<file path="config.mk">
export PLATFORM = sky130hd
export DESIGN_NAME = sacw_core
export DESIGN_NICKNAME = d
export VERILOG_FILES = /design/src/hdl/sacw_pkg.sv /design/src/hdl/sacw_core.sv
export SDC_FILE = /design/constraint.sdc
export NUM_CORES = 1
export LEC_CHECK = 0
export ABC_AREA = 1
export BUFFER_PORTS_ARGS = -buffer_cell sky130_fd_sc_hd__buf_2
export CAP_MARGIN = 10
export CORE_AREA = 4 4 61 63
export CTS_BUF_LIST = sky130_fd_sc_hd__clkbuf_16
export CTS_CLUSTER_SIZE = 30
export DETAILED_ROUTE_END_ITERATION = 16
export DIE_AREA = 0 0 65 67
export GPL_ROUTABILITY_DRIVEN = 0
export PLACE_DENSITY = 0.65
export SYNTH_ARGS = -nofsm -noshare
export SYNTH_HDL_FRONTEND = slang
export SYNTH_SLANG_ARGS = --single-unit
</file>
<file path="constraint.sdc">
create_clock -name i_ref_clk -period 1.23 [get_ports i_ref_clk]
set_input_delay 0.1845 -clock i_ref_clk [delete_from_list [all_inputs] [get_ports i_ref_clk]]
set_output_delay 0.1845 -clock i_ref_clk [all_outputs]
set_load 0.02 [all_outputs]
</file>
<file path="src/hdl/sacw_pkg.sv">
// sacw_pkg: constants and carrier types for the step attenuator control word
// assumes nothing beyond a SystemVerilog compiler
package sacw_pkg;

    // ========================================================================
    // widths and codes
    localparam int          SACW_WORD_W     = 6;
    localparam logic [5:0]  SACW_REF_LOSS   = 6'h00; // reference loss
    localparam logic [5:0]  SACW_PUP_MAX    = 6'h3F; // 31.5 dB
    localparam logic [5:0]  SACW_PUP_SIXTEEN = 6'h20; // 16 dB
    localparam logic [5:0]  SACW_PUP_EIGHT  = 6'h10; // 8 dB
    localparam logic [5:0]  SACW_RST_STATE  = 6'h00;

    // ========================================================================
    // pin group from the control connector
    typedef struct packed {
        logic       ser_par_sel;   // low parallel, high serial
        logic       word_latch;
        logic       serial_clk;
        logic       serial_data;
        logic       powerup_sel_a;
        logic       powerup_sel_b;
        logic [5:0] parallel_control_word;
    } sacw_pins_t;

endpackage

</file>
<file path="src/hdl/sacw_core.sv">
// sacw_core: attenuation state selection from the control pins
// assumes all pins are asynchronous to i_ref_clk and change slowly
// assumes each pin pulse stays three reference clocks high and low
// assumes the far side sets the selectors before the first word
`timescale 1ns/100ps

module sacw_core
(
    input  wire logic                i_ref_clk,
    input  wire logic                i_rst_b,
    input  wire sacw_pkg::sacw_pins_t i_pins,
    output logic [5:0]               o_atten_state,
    output logic                     o_word_seen
);

    // ========================================================================
    // two-stage synchroniser; stage one feeds stage two only
    sacw_pkg::sacw_pins_t meta_q;
    sacw_pkg::sacw_pins_t sync_q;
    sacw_pkg::sacw_pins_t prev_q;

    always_ff @(posedge i_ref_clk or negedge i_rst_b)
    begin
        if (!i_rst_b)
        begin
            meta_q <= '0;
            sync_q <= '0;
        end
        else
        begin
            meta_q <= i_pins;
            sync_q <= meta_q;
        end
    end

    // ========================================================================
    // history flop; resets to the idle low of clock and latch, so no
    // false edge follows reset
    always_ff @(posedge i_ref_clk or negedge i_rst_b)
    begin
        if (!i_rst_b)
            prev_q <= '0;
        else
            prev_q <= sync_q;
    end

    // ========================================================================
    // edge detection on synchronised pins
    logic clk_rise;
    logic latch_rise;
    logic par_mode;
    logic [5:0] pup_word;

    assign clk_rise   = sync_q.serial_clk & ~prev_q.serial_clk;
    assign latch_rise = sync_q.word_latch & ~prev_q.word_latch;
    assign par_mode   = ~sync_q.ser_par_sel;

    // power-up selector decode
    always_comb
    begin
        case ({sync_q.powerup_sel_a, sync_q.powerup_sel_b})
            2'b11:   pup_word = sacw_pkg::SACW_PUP_MAX;
            2'b10:   pup_word = sacw_pkg::SACW_PUP_SIXTEEN;
            2'b01:   pup_word = sacw_pkg::SACW_PUP_EIGHT;
            default: pup_word = sacw_pkg::SACW_REF_LOSS;
        endcase
    end

    // ========================================================================
    // serial shift register, msb first; only shifts in serial mode
    // limitation: a clock rise in the cycle of a latch rise shifts after
    // the transfer, so the host must keep the two apart
    logic [5:0] shift_q;

    always_ff @(posedge i_ref_clk or negedge i_rst_b)
    begin
        if (!i_rst_b)
            shift_q <= sacw_pkg::SACW_RST_STATE;
        else if (!par_mode && clk_rise)
            shift_q <= {shift_q[4:0], sync_q.serial_data};
    end

    // ========================================================================
    // first-word flag: once a word lands the selectors stop acting
    logic word_seen_q;

    always_ff @(posedge i_ref_clk or negedge i_rst_b)
    begin
        if (!i_rst_b)
            word_seen_q <= 1'b0;
        else if (latch_rise || (par_mode && sync_q.word_latch))
            word_seen_q <= 1'b1;
    end

    // ========================================================================
    // applied state; code is the sum of the weighted bits, all 64 valid
    // priority: parallel word, serial transfer, then the power-up table;
    // the table stops once a word lands, so late selector moves are inert
    logic [5:0] state_q;

    always_ff @(posedge i_ref_clk or negedge i_rst_b)
    begin
        if (!i_rst_b)
            state_q <= sacw_pkg::SACW_RST_STATE;
        else if (par_mode && sync_q.word_latch)
            state_q <= sync_q.parallel_control_word;
        else if (!par_mode && latch_rise)
            state_q <= shift_q;
        else if (!word_seen_q)
            state_q <= pup_word;
    end

    assign o_atten_state = state_q;
    assign o_word_seen   = word_seen_q;

    // ========================================================================
    // checks
    // a word seen with the latch high lands on the next edge
    chk_direct_follow: assert property (
        @(posedge i_ref_clk) disable iff (!i_rst_b)
        (par_mode && sync_q.word_latch)
        |=> (state_q == $past(sync_q.parallel_control_word)))
        else $error("direct parallel word not applied");

    // selectors act in parallel mode only until the first word
    chk_pup_table: assert property (
        @(posedge i_ref_clk) disable iff (!i_rst_b)
        (par_mode && !sync_q.word_latch && !word_seen_q && !latch_rise)
        |=> (state_q == $past(pup_word)))
        else $error("power-up selector state wrong");

    // selector state also holds in serial mode before a word
    chk_pup_serial: assert property (
        @(posedge i_ref_clk) disable iff (!i_rst_b)
        (!par_mode && !latch_rise && !word_seen_q)
        |=> (state_q == $past(pup_word)))
        else $error("power-up state wrong in serial mode");

    // serial latch rise moves the shifted word across
    chk_serial_xfer: assert property (
        @(posedge i_ref_clk) disable iff (!i_rst_b)
        (!par_mode && latch_rise) |=> (state_q == $past(shift_q)))
        else $error("serial word not transferred");

    // in serial mode, no latch rise, no change once a word is in
    chk_serial_hold: assert property (
        @(posedge i_ref_clk) disable iff (!i_rst_b)
        (!par_mode && !latch_rise && word_seen_q) |=> $stable(state_q))
        else $error("state moved in serial mode without latch");

    // latched parallel: latch low keeps the captured word
    chk_latched_hold: assert property (
        @(posedge i_ref_clk) disable iff (!i_rst_b)
        (par_mode && !sync_q.word_latch && word_seen_q)
        |=> $stable(state_q))
        else $error("state moved in parallel mode with latch low");

    // serial clock is ignored in parallel mode
    chk_par_no_shift: assert property (
        @(posedge i_ref_clk) disable iff (!i_rst_b)
        par_mode |=> $stable(shift_q))
        else $error("shift register moved in parallel mode");

    // each clock rise in serial mode adds one bit at the lsb end
    chk_shift_in: assert property (
        @(posedge i_ref_clk) disable iff (!i_rst_b)
        (!par_mode && clk_rise)
        |=> (shift_q == {$past(shift_q[4:0]), $past(sync_q.serial_data)}))
        else $error("serial bit not shifted in");

    // without a clock rise the shift register holds
    chk_shift_hold: assert property (
        @(posedge i_ref_clk) disable iff (!i_rst_b)
        !clk_rise |=> $stable(shift_q))
        else $error("shift register moved without clock rise");

    // any word sets the flag on the next edge
    chk_seen_sets: assert property (
        @(posedge i_ref_clk) disable iff (!i_rst_b)
        (latch_rise || (par_mode && sync_q.word_latch))
        |=> word_seen_q)
        else $error("first word flag not set");

    // only a word may set the flag
    chk_seen_needs_word: assert property (
        @(posedge i_ref_clk) disable iff (!i_rst_b)
        (!word_seen_q && !latch_rise
        && !(par_mode && sync_q.word_latch))
        |=> !word_seen_q)
        else $error("first word flag set without a word");

    // flag sticks until reset
    chk_seen_sticky: assert property (
        @(posedge i_ref_clk) disable iff (!i_rst_b)
        word_seen_q |=> word_seen_q)
        else $error("first word flag dropped");

    // ========================================================================
    // cover points for the main scenarios
    cov_direct: cover property (@(posedge i_ref_clk)
        par_mode && sync_q.word_latch
        && sync_q.parallel_control_word == 6'h3F);
    cov_serial: cover property (@(posedge i_ref_clk)
        !par_mode && latch_rise);
    cov_serial_first: cover property (@(posedge i_ref_clk)
        !par_mode && latch_rise && !word_seen_q);
    cov_pup_max: cover property (@(posedge i_ref_clk)
        !word_seen_q && state_q == sacw_pkg::SACW_PUP_MAX);
    cov_pup_ignored: cover property (@(posedge i_ref_clk)
        word_seen_q && par_mode && !sync_q.word_latch
        && sync_q.powerup_sel_a && sync_q.powerup_sel_b);

endmodule

</file>
==> results.md, run 1 <==
* Outcome: complete, no violations
* Power per cell area at 1780 mW/mm²
* Vias in the first global route at 915
* WHS at 0.0121 ns
* RSZ-0062 raised after global routing: false
* Clk Latency, worst-skew pair at 0.28 ns
* Measured slew at the worst slew-check pin at 0.312 ns
* Comb pwr share at 11.7%
* Die width at 65 µm
* Synthesis-to-finish area growth at 23.5%
* Number of flops mapped to enable cells by yosys at 0
* Root buffer cell: clkbuf_16
* Pin count of the biggest net entering global routing at 40
* Clock sinks at 39
* FFs w/ async S/R, synth at 100%
* Num rows at 21
* Count leader, synth: nand2_1
* FF+latch count, synth at 39
* Worst Hold End: meta_q[1]
* Worst setup EP type: register
* Clk slew on worst S/H paths at 0.05 ns
* Hold Crit Class: input pin to register
* Peak VDD IR at 0.907 mV
* Worst hold path depth at 1
* Total congestion overflow at 0
* Seq/Total Area, Yosys at 70.9%
* CTS H-tree lvls at 2
* Min Clock Period, post-route at 1.09 ns
* Syn_nets at 146
* Crit-path max FO at 11
* Data required, critical path at 1.38 ns
* Routed Antenna Nets at 0
* DR WL/cell at 10.2 µm
* Startpoint types: register
* Main area contributors after synthesis: dfrtp_1, nand2_1, inv_1
* Die Y at 67 µm
* Initial DRT Pass Iterations at 4
* Area of the core at 0.00323 mm²
* Drt initial violations at 30
* Yosys cell types at 14
* Synth top cells by count: nand2_1, dfrtp_1, inv_1
* Routed vias/inst at 4.30
* WP data arrival at 1.24 ns
* Port buffer count at 20
* Total Nets Final at 174
* Pint at 2280 µW
* R2r startpoint: sync_q[11]
* Postcts setup bufs at 0
* Layout cells sized above 1 at 23.0%
* Yosys top cell area share at 70.9%
* Cell leakage power at 0.000933 µW
* Skew final at 0.00202 ns
* Max Root-Sink Buffers at 2
* Min-delay src: i_pins[1]
* Proportion of power drawn by the clock network at 39.4%
* Syn_area_per_cell at 10.4 µm²
* First-pass GRT wire length at 3880 µm
* Final setup viols at 0
* ANT cells at 0
* Total CTS buffers at 5
* Crit path kind: register to register
* Slew Limit Fails at 0
* Via count at 891
* Seq pwr share at 48.9%
* Final Hold Vio Count at 0
* Design Power at 3030 µW
* Hpwl dp at 1500 µm
* Setup slack, reg-to-reg at 0.14 ns
* Cells after Synth at 132
* DRC errors left at 0
* I/O Pins at 21
* Setup_tns at 0 ns
* Critical R2R Capture: shift_q[0]
* Total Routed Length at 2110 µm
* Die ar. at 0.00436 mm²
* Slew HR at 79.2%
* F_max at 914 MHz
* # Max-Cap Violations at 0
* Mapped Area at 0.00138 mm²
* Fin crit share at 88.9%
* Initial antenna violation count at 0
* Synth warnings at 0
* Synth area leader: dfrtp_1
* CTS tree: built
* Net switching power at 751 µW
* Ys flop type: dfrtp_1
* R2R depth at 5
* Total global-route track usage at 12.4%
* Sw Share at 24.8%
* Initial Util at 42.6%
-- repair_timing --
action	4_1_cts	5_1_grt
gates resized for setup	0	3
setup endpoints to repair	0	3
hold buffers	1	0
hold endpoints to repair	39	0
-- stage by stage --
stage          cells  utilization, %  cell area [µm²]  setup slack, ns
5_1_grt          207            52.6             1700          0.00996
3_5_place_dp     198            47.7             1540            0.109
6_report         207            52.6             1700            0.136
2_1_floorplan    132               -             1380            0.225
4_1_cts          207            52.4             1690            0.112
3_3_place_gp     198            47.7             1540            0.155
-- registers in the layout, summed over array words and instances (netlist names) --
register       flops
o_word_seen        1
sync_q            12
o_atten_state      6
meta_q            12
shift_q            6
prev_q             2
-- critical path, stage by stage (launching register included) --
cell     delay [ns]
dfrtp_1        0.40
inv_2          0.07
nor2_2         0.09
nand2_1        0.20
nor2_1         0.15
a21oi_1        0.05
-- layout make-up --
class / count / area, µm²
inverters: 21 / 81.3
repair buffers: 22 / 130
well taps: 46 / 57.6
multi-input cells: 71 / 313
clock inverters: 3 / 16.3
flip-flops and latches: 39 / 977
clock buffers: 5 / 125
fillers: 297 / 1530
-- per-layer routing --
metal	global-route usage, %	up-vias	share of wire [%]	routed length [µm]
met1	12.7	415	42	890
met4	10.8	0	3.8	80
met5	0	-	0	0
met2	20.6	20	49	1030
li1	-	448	-	-
met3	3.71	8	5.2	110
-- power by group through the flow --
stage	clock network, µW	registers, µW	logic (µW)
after floorplan	0	1540	174
after global placement	0	1500	340
after detailed placement	0	1500	353
after CTS	1230	1480	359
after global routing	1300	1500	409
final	1190	1480	355
-- kinds of logic after synthesis --
group,synth area share (%)
AND/OR/NAND/NOR,20.7
flip-flops,70.9
AO/OA/AOI/OAI,1.82
buffers and inverters,6.54
-- how the worst max path moves through the flow --
stage	end	start	slack, ns
6_report	shift_q[0]	sync_q[11]	0.14
5_1_grt	shift_q[0]	sync_q[11]	0.01
4_1_cts	o_atten_state[5]	sync_q[10]	0.11
3_5_place_dp	o_atten_state[5]	sync_q[10]	0.11
3_3_place_gp	o_atten_state[2]	sync_q[10]	0.15
2_1_floorplan	o_atten_state[4]	sync_q[10]	0.22
-- placed cells by master (no fill, tap or decap), drive strengths merged --
cell type    count
dlygate4sd3      1
nand4            2
nand3            6
o21ai            4
inv             22
clkbuf           5
a21oi            1
buf             21
clkinv           1
dfrtp           39
nand2           56
clkinvlp         1
nor2             2
No activity file was read; power rests on OpenSTA's default activity.
==> inputs of run 2 (changes only) <==
--- a/config.mk
+++ b/config.mk
@@ -7,14 +7,14 @@
 export LEC_CHECK = 0
 export ABC_AREA = 1
 export BUFFER_PORTS_ARGS = -buffer_cell sky130_fd_sc_hd__buf_2
-export CAP_MARGIN = 10
+export CAP_MARGIN = 20
 export CORE_AREA = 4 4 61 63
 export CTS_BUF_LIST = sky130_fd_sc_hd__clkbuf_16
 export CTS_CLUSTER_SIZE = 30
 export DETAILED_ROUTE_END_ITERATION = 16
 export DIE_AREA = 0 0 65 67
 export GPL_ROUTABILITY_DRIVEN = 0
-export PLACE_DENSITY = 0.65
+export PLACE_DENSITY = 0.68
 export SYNTH_ARGS = -nofsm -noshare
 export SYNTH_HDL_FRONTEND = slang
 export SYNTH_SLANG_ARGS = --single-unit
==> constraint.sdc (replaced) <==
create_clock -name i_ref_clk -period 0.9 [get_ports i_ref_clk]
set_input_delay 0.135 -clock i_ref_clk [delete_from_list [all_inputs] [get_ports i_ref_clk]]
set_output_delay 0.135 -clock i_ref_clk [all_outputs]
set_load 0.02 [all_outputs]
==> run 2 against run 1 <==
  * The flow now finishes with violations (negative setup slack)
  * Clock power increased by 84%
  * Combinational power rose by 110%
  * Clock skew shrank 0.0013 ns
  * Sequential power increased by 37%
  * Maximum frequency fell by 2.3%
  * Non-clock buffer count rose by 26
  * Worst hold slack gained 0.33 ns
  * Worst setup slack lost 0.36 ns
  * Sequential cell count unchanged
  * Design area increased by 21%
  * Final cell count is 13% higher
==> results.md, run 2 (synthesized netlist as in run 1, its figures left out) <==
* Data required, critical path at 1.05 ns (-0.33 ns)
* Peak VDD IR at 1.82 mV (+100%)
* Routed vias/inst at 4.45 (+3.4%)
* Num rows at 21 (unchanged)
* Hpwl dp at 1530 µm (+1.9%)
* CP cell instances: nand2_4 -> nand3_4 -> nand2_2 -> inv_2 -> nand2_1 -> nand2_1
* Violated checks: negative setup slack
* Commonest non-fill, non-tap cell in the layout: nand2_1
* Clk slew on worst S/H paths at 0.05 ns (about the same)
* # Max-Cap Violations at 0 (unchanged)
* Total congestion overflow at 0 (unchanged)
* Slowest stage cell, crit path: dfrtp_2
* Root buffer cell: clkbuf_16
* Total Nets Final at 201 (+16%)
* Setup_tns at -1.95 ns (-1.95 ns)
* R2R depth at 6 (+1)
* Area of the core at 0.00323 mm² (unchanged)
* Outcome: complete, but fails checks
* First-pass GRT wire length at 4790 µm (+23%)
* Via count at 1041 (+17%)
* Measured slew at the worst slew-check pin at 0.201 ns (-0.111 ns)
* Clk Latency, worst-skew pair at 0.27 ns (about the same)
* Die ar. at 0.00436 mm² (unchanged)
* Total Routed Length at 2660 µm (+26%)
* Pin count of the biggest net entering global routing at 40 (unchanged)
* Cell mode on critical path: nand2_1
* Fin crit share at 124% (+35 points)
* Largest stage delay, worst path at 0.47 ns (+0.07 ns)
* Cell leakage power at 0.00110 µW (+18%)
* Worst hold path depth at 0 (-1)
* Min Clock Period, post-route at 1.12 ns (+0.0261 ns)
* Startpoint types: register
* ANT cells at 0 (unchanged)
* Setup slack, reg-to-reg at -0.22 ns (-0.36 ns)
* Initial antenna violation count at 0 (unchanged)
* Total global-route track usage at 14.8% (+2.4 points)
* Vias in the first global route at 1134 (+24%)
* Total CTS buffers at 5 (unchanged)
* DRC errors left at 0 (unchanged)
* R2r startpoint: sync_q[10]
* Worst Hold End: sync_q[1]
* Layout cells sized above 1 at 35.6% (+13 points)
* Final Hold Vio Count at 0 (unchanged)
* Die Y at 67 µm (unchanged)
* Slew Limit Fails at 0 (unchanged)
* Die width at 65 µm (unchanged)
* Fill cells at 232 (-22%)
* Clock sinks at 39 (unchanged)
* Synthesis-to-finish area growth at 49.8%
* Hold Crit Class: register to register
* Port buffer count at 20 (unchanged)
* Critical R2R Capture: o_atten_state[2]
* Setup ws final at -0.220 ns (-0.356 ns)
* Most frequent cells in the layout: nand2_1, dfrtp_1, inv_1
* Layout Cells excl Fill at 234 (+13%)
* Power per cell area at 2410 mW/mm² (+36%)
* WP data arrival at 1.27 ns (+0.03 ns)
* DR WL/cell at 11.3 µm (+11%)
* F_max at 893 MHz (-2.3%)
* Max Root-Sink Buffers at 2 (unchanged)
* Initial DRT Pass Iterations at 4 (unchanged)
* Drt initial violations at 57 (+90%)
* Crit path kind: register to register
* Routed Antenna Nets at 0 (unchanged)
* Worst setup EP type: register
* CTS H-tree lvls at 2 (unchanged)
* Final setup viols at 20 (+20)
* Crit-path max FO at 8 (-3)
* Largest regs: meta_q (12), sync_q (12)
* Inst Count DP at 201 (+1.5%)
* I/O Pins at 21 (unchanged)
* Fin util at 63.8% (+11 points)
* Initial Util at 42.6% (unchanged)
* Min-delay src: meta_q[1]
* Slew HR at 86.6% (+7.4 points)
* RSZ-0062 raised after global routing: true
* Skew final at 0.000762 ns (-0.00126 ns)
* CTS tree: built
run 2: worst max-delay path by stage:
stage	end	cells after the start	start
floorplan	o_atten_state[4]	8	sync_q[11]
global placement	shift_q[0]	5	sync_q[11]
detailed placement	shift_q[0]	5	sync_q[11]
CTS	o_atten_state[1]	8	sync_q[11]
global route	o_atten_state[3]	6	sync_q[10]
finish	o_atten_state[2]	6	sync_q[10]
run 2: repair_timing:
action	4_1_cts	5_1_grt
endpoints found under the hold margin	51	0
gates cloned	1	0
hold buffers	13	0
pin swaps	1	8
gates resized for setup	16	14
buffers inserted	8	3
endpoints found under the setup margin	20	20
run 2: final cells by class:
cell class / instances / area, µm² / area share (%)
Sequential cell: 39 / 977 / 47.4
Timing Repair Buffer: 48 / 399 / 19.4
Multi-Input combinational cell: 72 / 358 / 17.4
Clock buffer: 5 / 125 / 6.07
Inverter: 21 / 81.3 / 3.94
Clock inverter: 3 / 63.8 / 3.09
Tap cell: 46 / 57.6 / 2.79
run 2: worst max-delay path: cells and delay by family (launching register included):
kind / cells / cell delay (ns)
buf+inv: 1 / 0.03
flops: 1 / 0.47
simple gates: 5 / 0.50
run 2: per-stage QoR:
| step | power, µW | instance area [µm²] | hold slack, ns | setup slack (ns) |
|---|---|---|---|---|
| after floorplan | 2340 | 1390 | -0.161 | -0.0733 |
| after global placement | 2530 | 1580 | 0.109 | -0.187 |
| after detailed placement | 2560 | 1580 | 0.114 | -0.216 |
| after CTS | 4960 | 2010 | 0.347 | -0.170 |
| after global routing | 5230 | 2060 | 0.357 | -0.289 |
| final | 4980 | 2060 | 0.345 | -0.220 |
run 2: layer usage:
layer  GRT usage, %  vias to the layer above  part of all wire [%]
met1           16.3                      500                    38
li1               -                      504                     -
met3           4.72                       10                   3.6
met5              0                        -                     0
met2           25.3                       27                    55
met4           7.92                        0                   3.0
run 2: report_power, final:
part           total [µW]  internal [µW]  switching, µW
Combinational         750            372            379
Sequential           2030           1930            104
Clock                2190           1580            618
==> inputs of run 3 (changes only) <==
--- a/config.mk
+++ b/config.mk
@@ -14,6 +14,7 @@
 export DETAILED_ROUTE_END_ITERATION = 16
 export DIE_AREA = 0 0 65 67
 export GPL_ROUTABILITY_DRIVEN = 0
+export HOLD_SLACK_MARGIN = 0.03
 export PLACE_DENSITY = 0.68
 export SYNTH_ARGS = -nofsm -noshare
 export SYNTH_HDL_FRONTEND = slang
==> constraint.sdc (replaced) <==
create_clock -name i_ref_clk -period 0.9 [get_ports i_ref_clk]
set_input_delay 0.045 -clock i_ref_clk [delete_from_list [all_inputs] [get_ports i_ref_clk]]
set_output_delay 0.045 -clock i_ref_clk [all_outputs]
set_load 0.02 [all_outputs]
==> run 3 against run 2 <==
  * Combinational power is 16% lower
  * Highest routed layer unchanged
  * The run still ends with negative setup slack left
  * Design area is 5.0% lower
  * Critical endpoint is now o_atten_state[4]
  * Clock power is 23% lower
  * Via count is 6.5% lower
  * Register-to-register slack better by 0.03 ns
  * Clock skew is 0.0043 ns higher
  * Largest cell class unchanged
==> results.md, run 3 (synthesized netlist as in run 1, its figures left out) <==
* WP data arrival at 1.26 ns (about the same)
* Placed Area at 0.00157 mm² (-0.48%)
* Synthesis-to-finish area growth at 42.3%
* Pin count of the biggest net entering global routing at 40 (unchanged)
* Vias in the first global route at 968 (-15%)
* Clock sinks at 39 (unchanged)
* Finished Cell Area at 0.00196 mm² (-5.0%)
* Clk Latency, worst-skew pair at 0.28 ns (about the same)
* Die ar. at 0.00436 mm² (unchanged)
* Total congestion overflow at 0 (unchanged)
* Skew final at 0.00502 ns (+0.00426 ns)
* First-pass GRT wire length at 4370 µm (-8.8%)
* Outcome: complete, but fails checks
* Port buffer count at 20 (unchanged)
* Commonest non-fill, non-tap cell in the layout: nand2_1
* I/O Pins at 21 (unchanged)
* Pint at 3220 µW (-17%)
* CP Launch Point: sync_q[10]
* Final setup viols at 13 (-35%)
* Hpwl dp at 1410 µm (-7.7%)
* Layout cells sized above 1 at 34.8% (-0.83 points)
* Routed Antenna Nets at 0 (unchanged)
* WHS at 0.254 ns (-0.0910 ns)
* Fill cells at 266 (+15%)
* Die width at 65 µm (unchanged)
* Data required, critical path at 1.07 ns (+0.02 ns)
* DR WL/cell at 11.0 µm (-3.3%)
* Routed vias/inst at 4.29 (-3.6%)
* R2R depth at 5 (-1)
* # Max-Cap Violations at 0 (unchanged)
* Slew HR at 85.9% (-0.68 points)
* Critical R2R Capture: o_atten_state[4]
* Seq pwr share at 46.8% (+5.9 points)
* CTS H-tree lvls at 2 (unchanged)
* RSZ-0062 raised after global routing: true
* Area of the core at 0.00323 mm² (unchanged)
* Num rows at 21 (unchanged)
* Initial Util at 42.6% (unchanged)
* Cell leakage power at 0.00104 µW (-5.8%)
* Total CTS buffers at 5 (unchanged)
* Peak VDD IR at 1.66 mV (-8.7%)
* Root buffer cell: clkbuf_16
* Startpoint types: register
* Slew Limit Fails at 0 (unchanged)
* Crit-path max FO at 6 (-2)
* Most frequent cells in the layout: nand2_1, dfrtp_1, buf_2
* Initial DRT Pass Iterations at 4 (unchanged)
* ANT cells at 0 (unchanged)
* Clk slew on worst S/H paths at 0.06 ns (about the same)
* CTS tree: built
* Max Root-Sink Buffers at 2 (unchanged)
* Final Hold Vio Count at 0 (unchanged)
* Power per cell area at 2220 mW/mm² (-7.9%)
* Setup ws final at -0.185 ns (+0.0347 ns)
* Worst setup EP type: register
* Setup slack, reg-to-reg at -0.19 ns (+0.03 ns)
* Largest regs: meta_q (12), sync_q (12)
* Total global-route track usage at 14.1% (-0.73 points)
* F_max at 922 MHz (+3.2%)
* Fin util at 60.6% (-3.2 points)
* Hold Crit Class: input pin to asynchronous set/reset pin
* Via count at 973 (-6.5%)
* Total Nets Final at 194 (-3.5%)
* Violated checks: negative setup slack
* DRC errors left at 0 (unchanged)
* Die Y at 67 µm (unchanged)
* Sw Share at 25.9% (+3.8 points)
* Total Routed Length at 2490 µm (-6.2%)
* Drt initial violations at 27 (-53%)
* Crit path kind: register to register
* Min Clock Period, post-route at 1.09 ns (-0.0347 ns)
* Initial antenna violation count at 0 (unchanged)
* Comb pwr share at 14.4% (-0.7 points)
* CP Capture Point: o_atten_state[4]
* Measured slew at the worst slew-check pin at 0.211 ns (+0.0102 ns)
* Proportion of power drawn by the clock network at 38.8% (-5.3 points)
* Fin crit share at 121% (-3.9 points)
* Net switching power at 1130 µW (+2.6%)
* R2r startpoint: sync_q[10]
==> run 3: cell types whose count changed in the layout (fill, tap and decap cells not counted), moves of 2 or more <==
cell / before / now
nor2_4: 0 / 2
buf_4: 14 / 6
buf_2: 13 / 18
bufinv_16: 2 / 0
clkinvlp_4: 0 / 2
buf_6: 7 / 2
==> run 3: layout make-up <==
cell class	count	area (µm²)	share of cell area, %
timing repair buffer	40	308	15.7
clock buffer	5	125	6.39
inverter	21	81.3	4.15
sequential	39	978	50.0
clock inverter	3	20.0	1.02
multi-input combinational	73	388	19.8
tap	46	57.6	2.94
==> run 3: worst max-delay path: stages (launching register included) <==
cell and delay, ns:
dfrtp_2 0.47, nand3_1 0.17, nand2_1 0.11, nand3_1 0.09, nand2_1 0.09, nand2_1 0.05
==> run 3: power by group through the flow <==
stage / Combinational [µW] / Clock, µW / Sequential (µW)
after global routing: 715 / 1810 / 2060
after global placement: 488 / 0 / 2040
after detailed placement: 500 / 0 / 2050
after floorplan: 245 / 0 / 2100
after CTS: 558 / 1730 / 2020
final: 628 / 1690 / 2030
==> run 3: stage by stage <==
step	setup slack, ns	power (µW)	instances	TNS [ns]
detailed placement	-0.205	2550	200	-1.90
global placement	-0.187	2530	200	-1.48
global route	-0.273	4580	227	-2.92
CTS	-0.153	4310	223	-1.32
finish	-0.185	4350	227	-1.90
floorplan	-0.0733	2340	132	-0.745
==> run 3: how the worst min path moves through the flow <==
| stage | endpoint | cells after the start | start |
|---|---|---|---|
| 3_3_place_gp | o_atten_state[3] | 2 | i_rst_b |
| 2_1_floorplan | meta_q[0] | 0 | i_rst_b |
| 3_5_place_dp | o_atten_state[2] | 2 | i_rst_b |
| 5_1_grt | shift_q[2] | 3 | i_rst_b |
| 4_1_cts | o_atten_state[2] | 3 | i_rst_b |
| 6_report | shift_q[4] | 3 | i_rst_b |
==> run 3: routing by layer <==
metal	wire (µm)	track usage, %	part of all wire, %
met1	1010	15.3	41
met2	1270	22.9	51
met3	130	5.73	5.2
met4	78	8.44	3.1
met5	0	0	0
==> run 3: repair_timing <==
item / 4_1_cts / 5_1_grt
setup buffers: 1 / 3
endpoints found under the hold margin: 51 / 0
resized for setup: 4 / 21
gates cloned: 1 / 1
pin swaps: 4 / 6
hold buffers: 13 / 0
setup endpoints to repair: 14 / 15
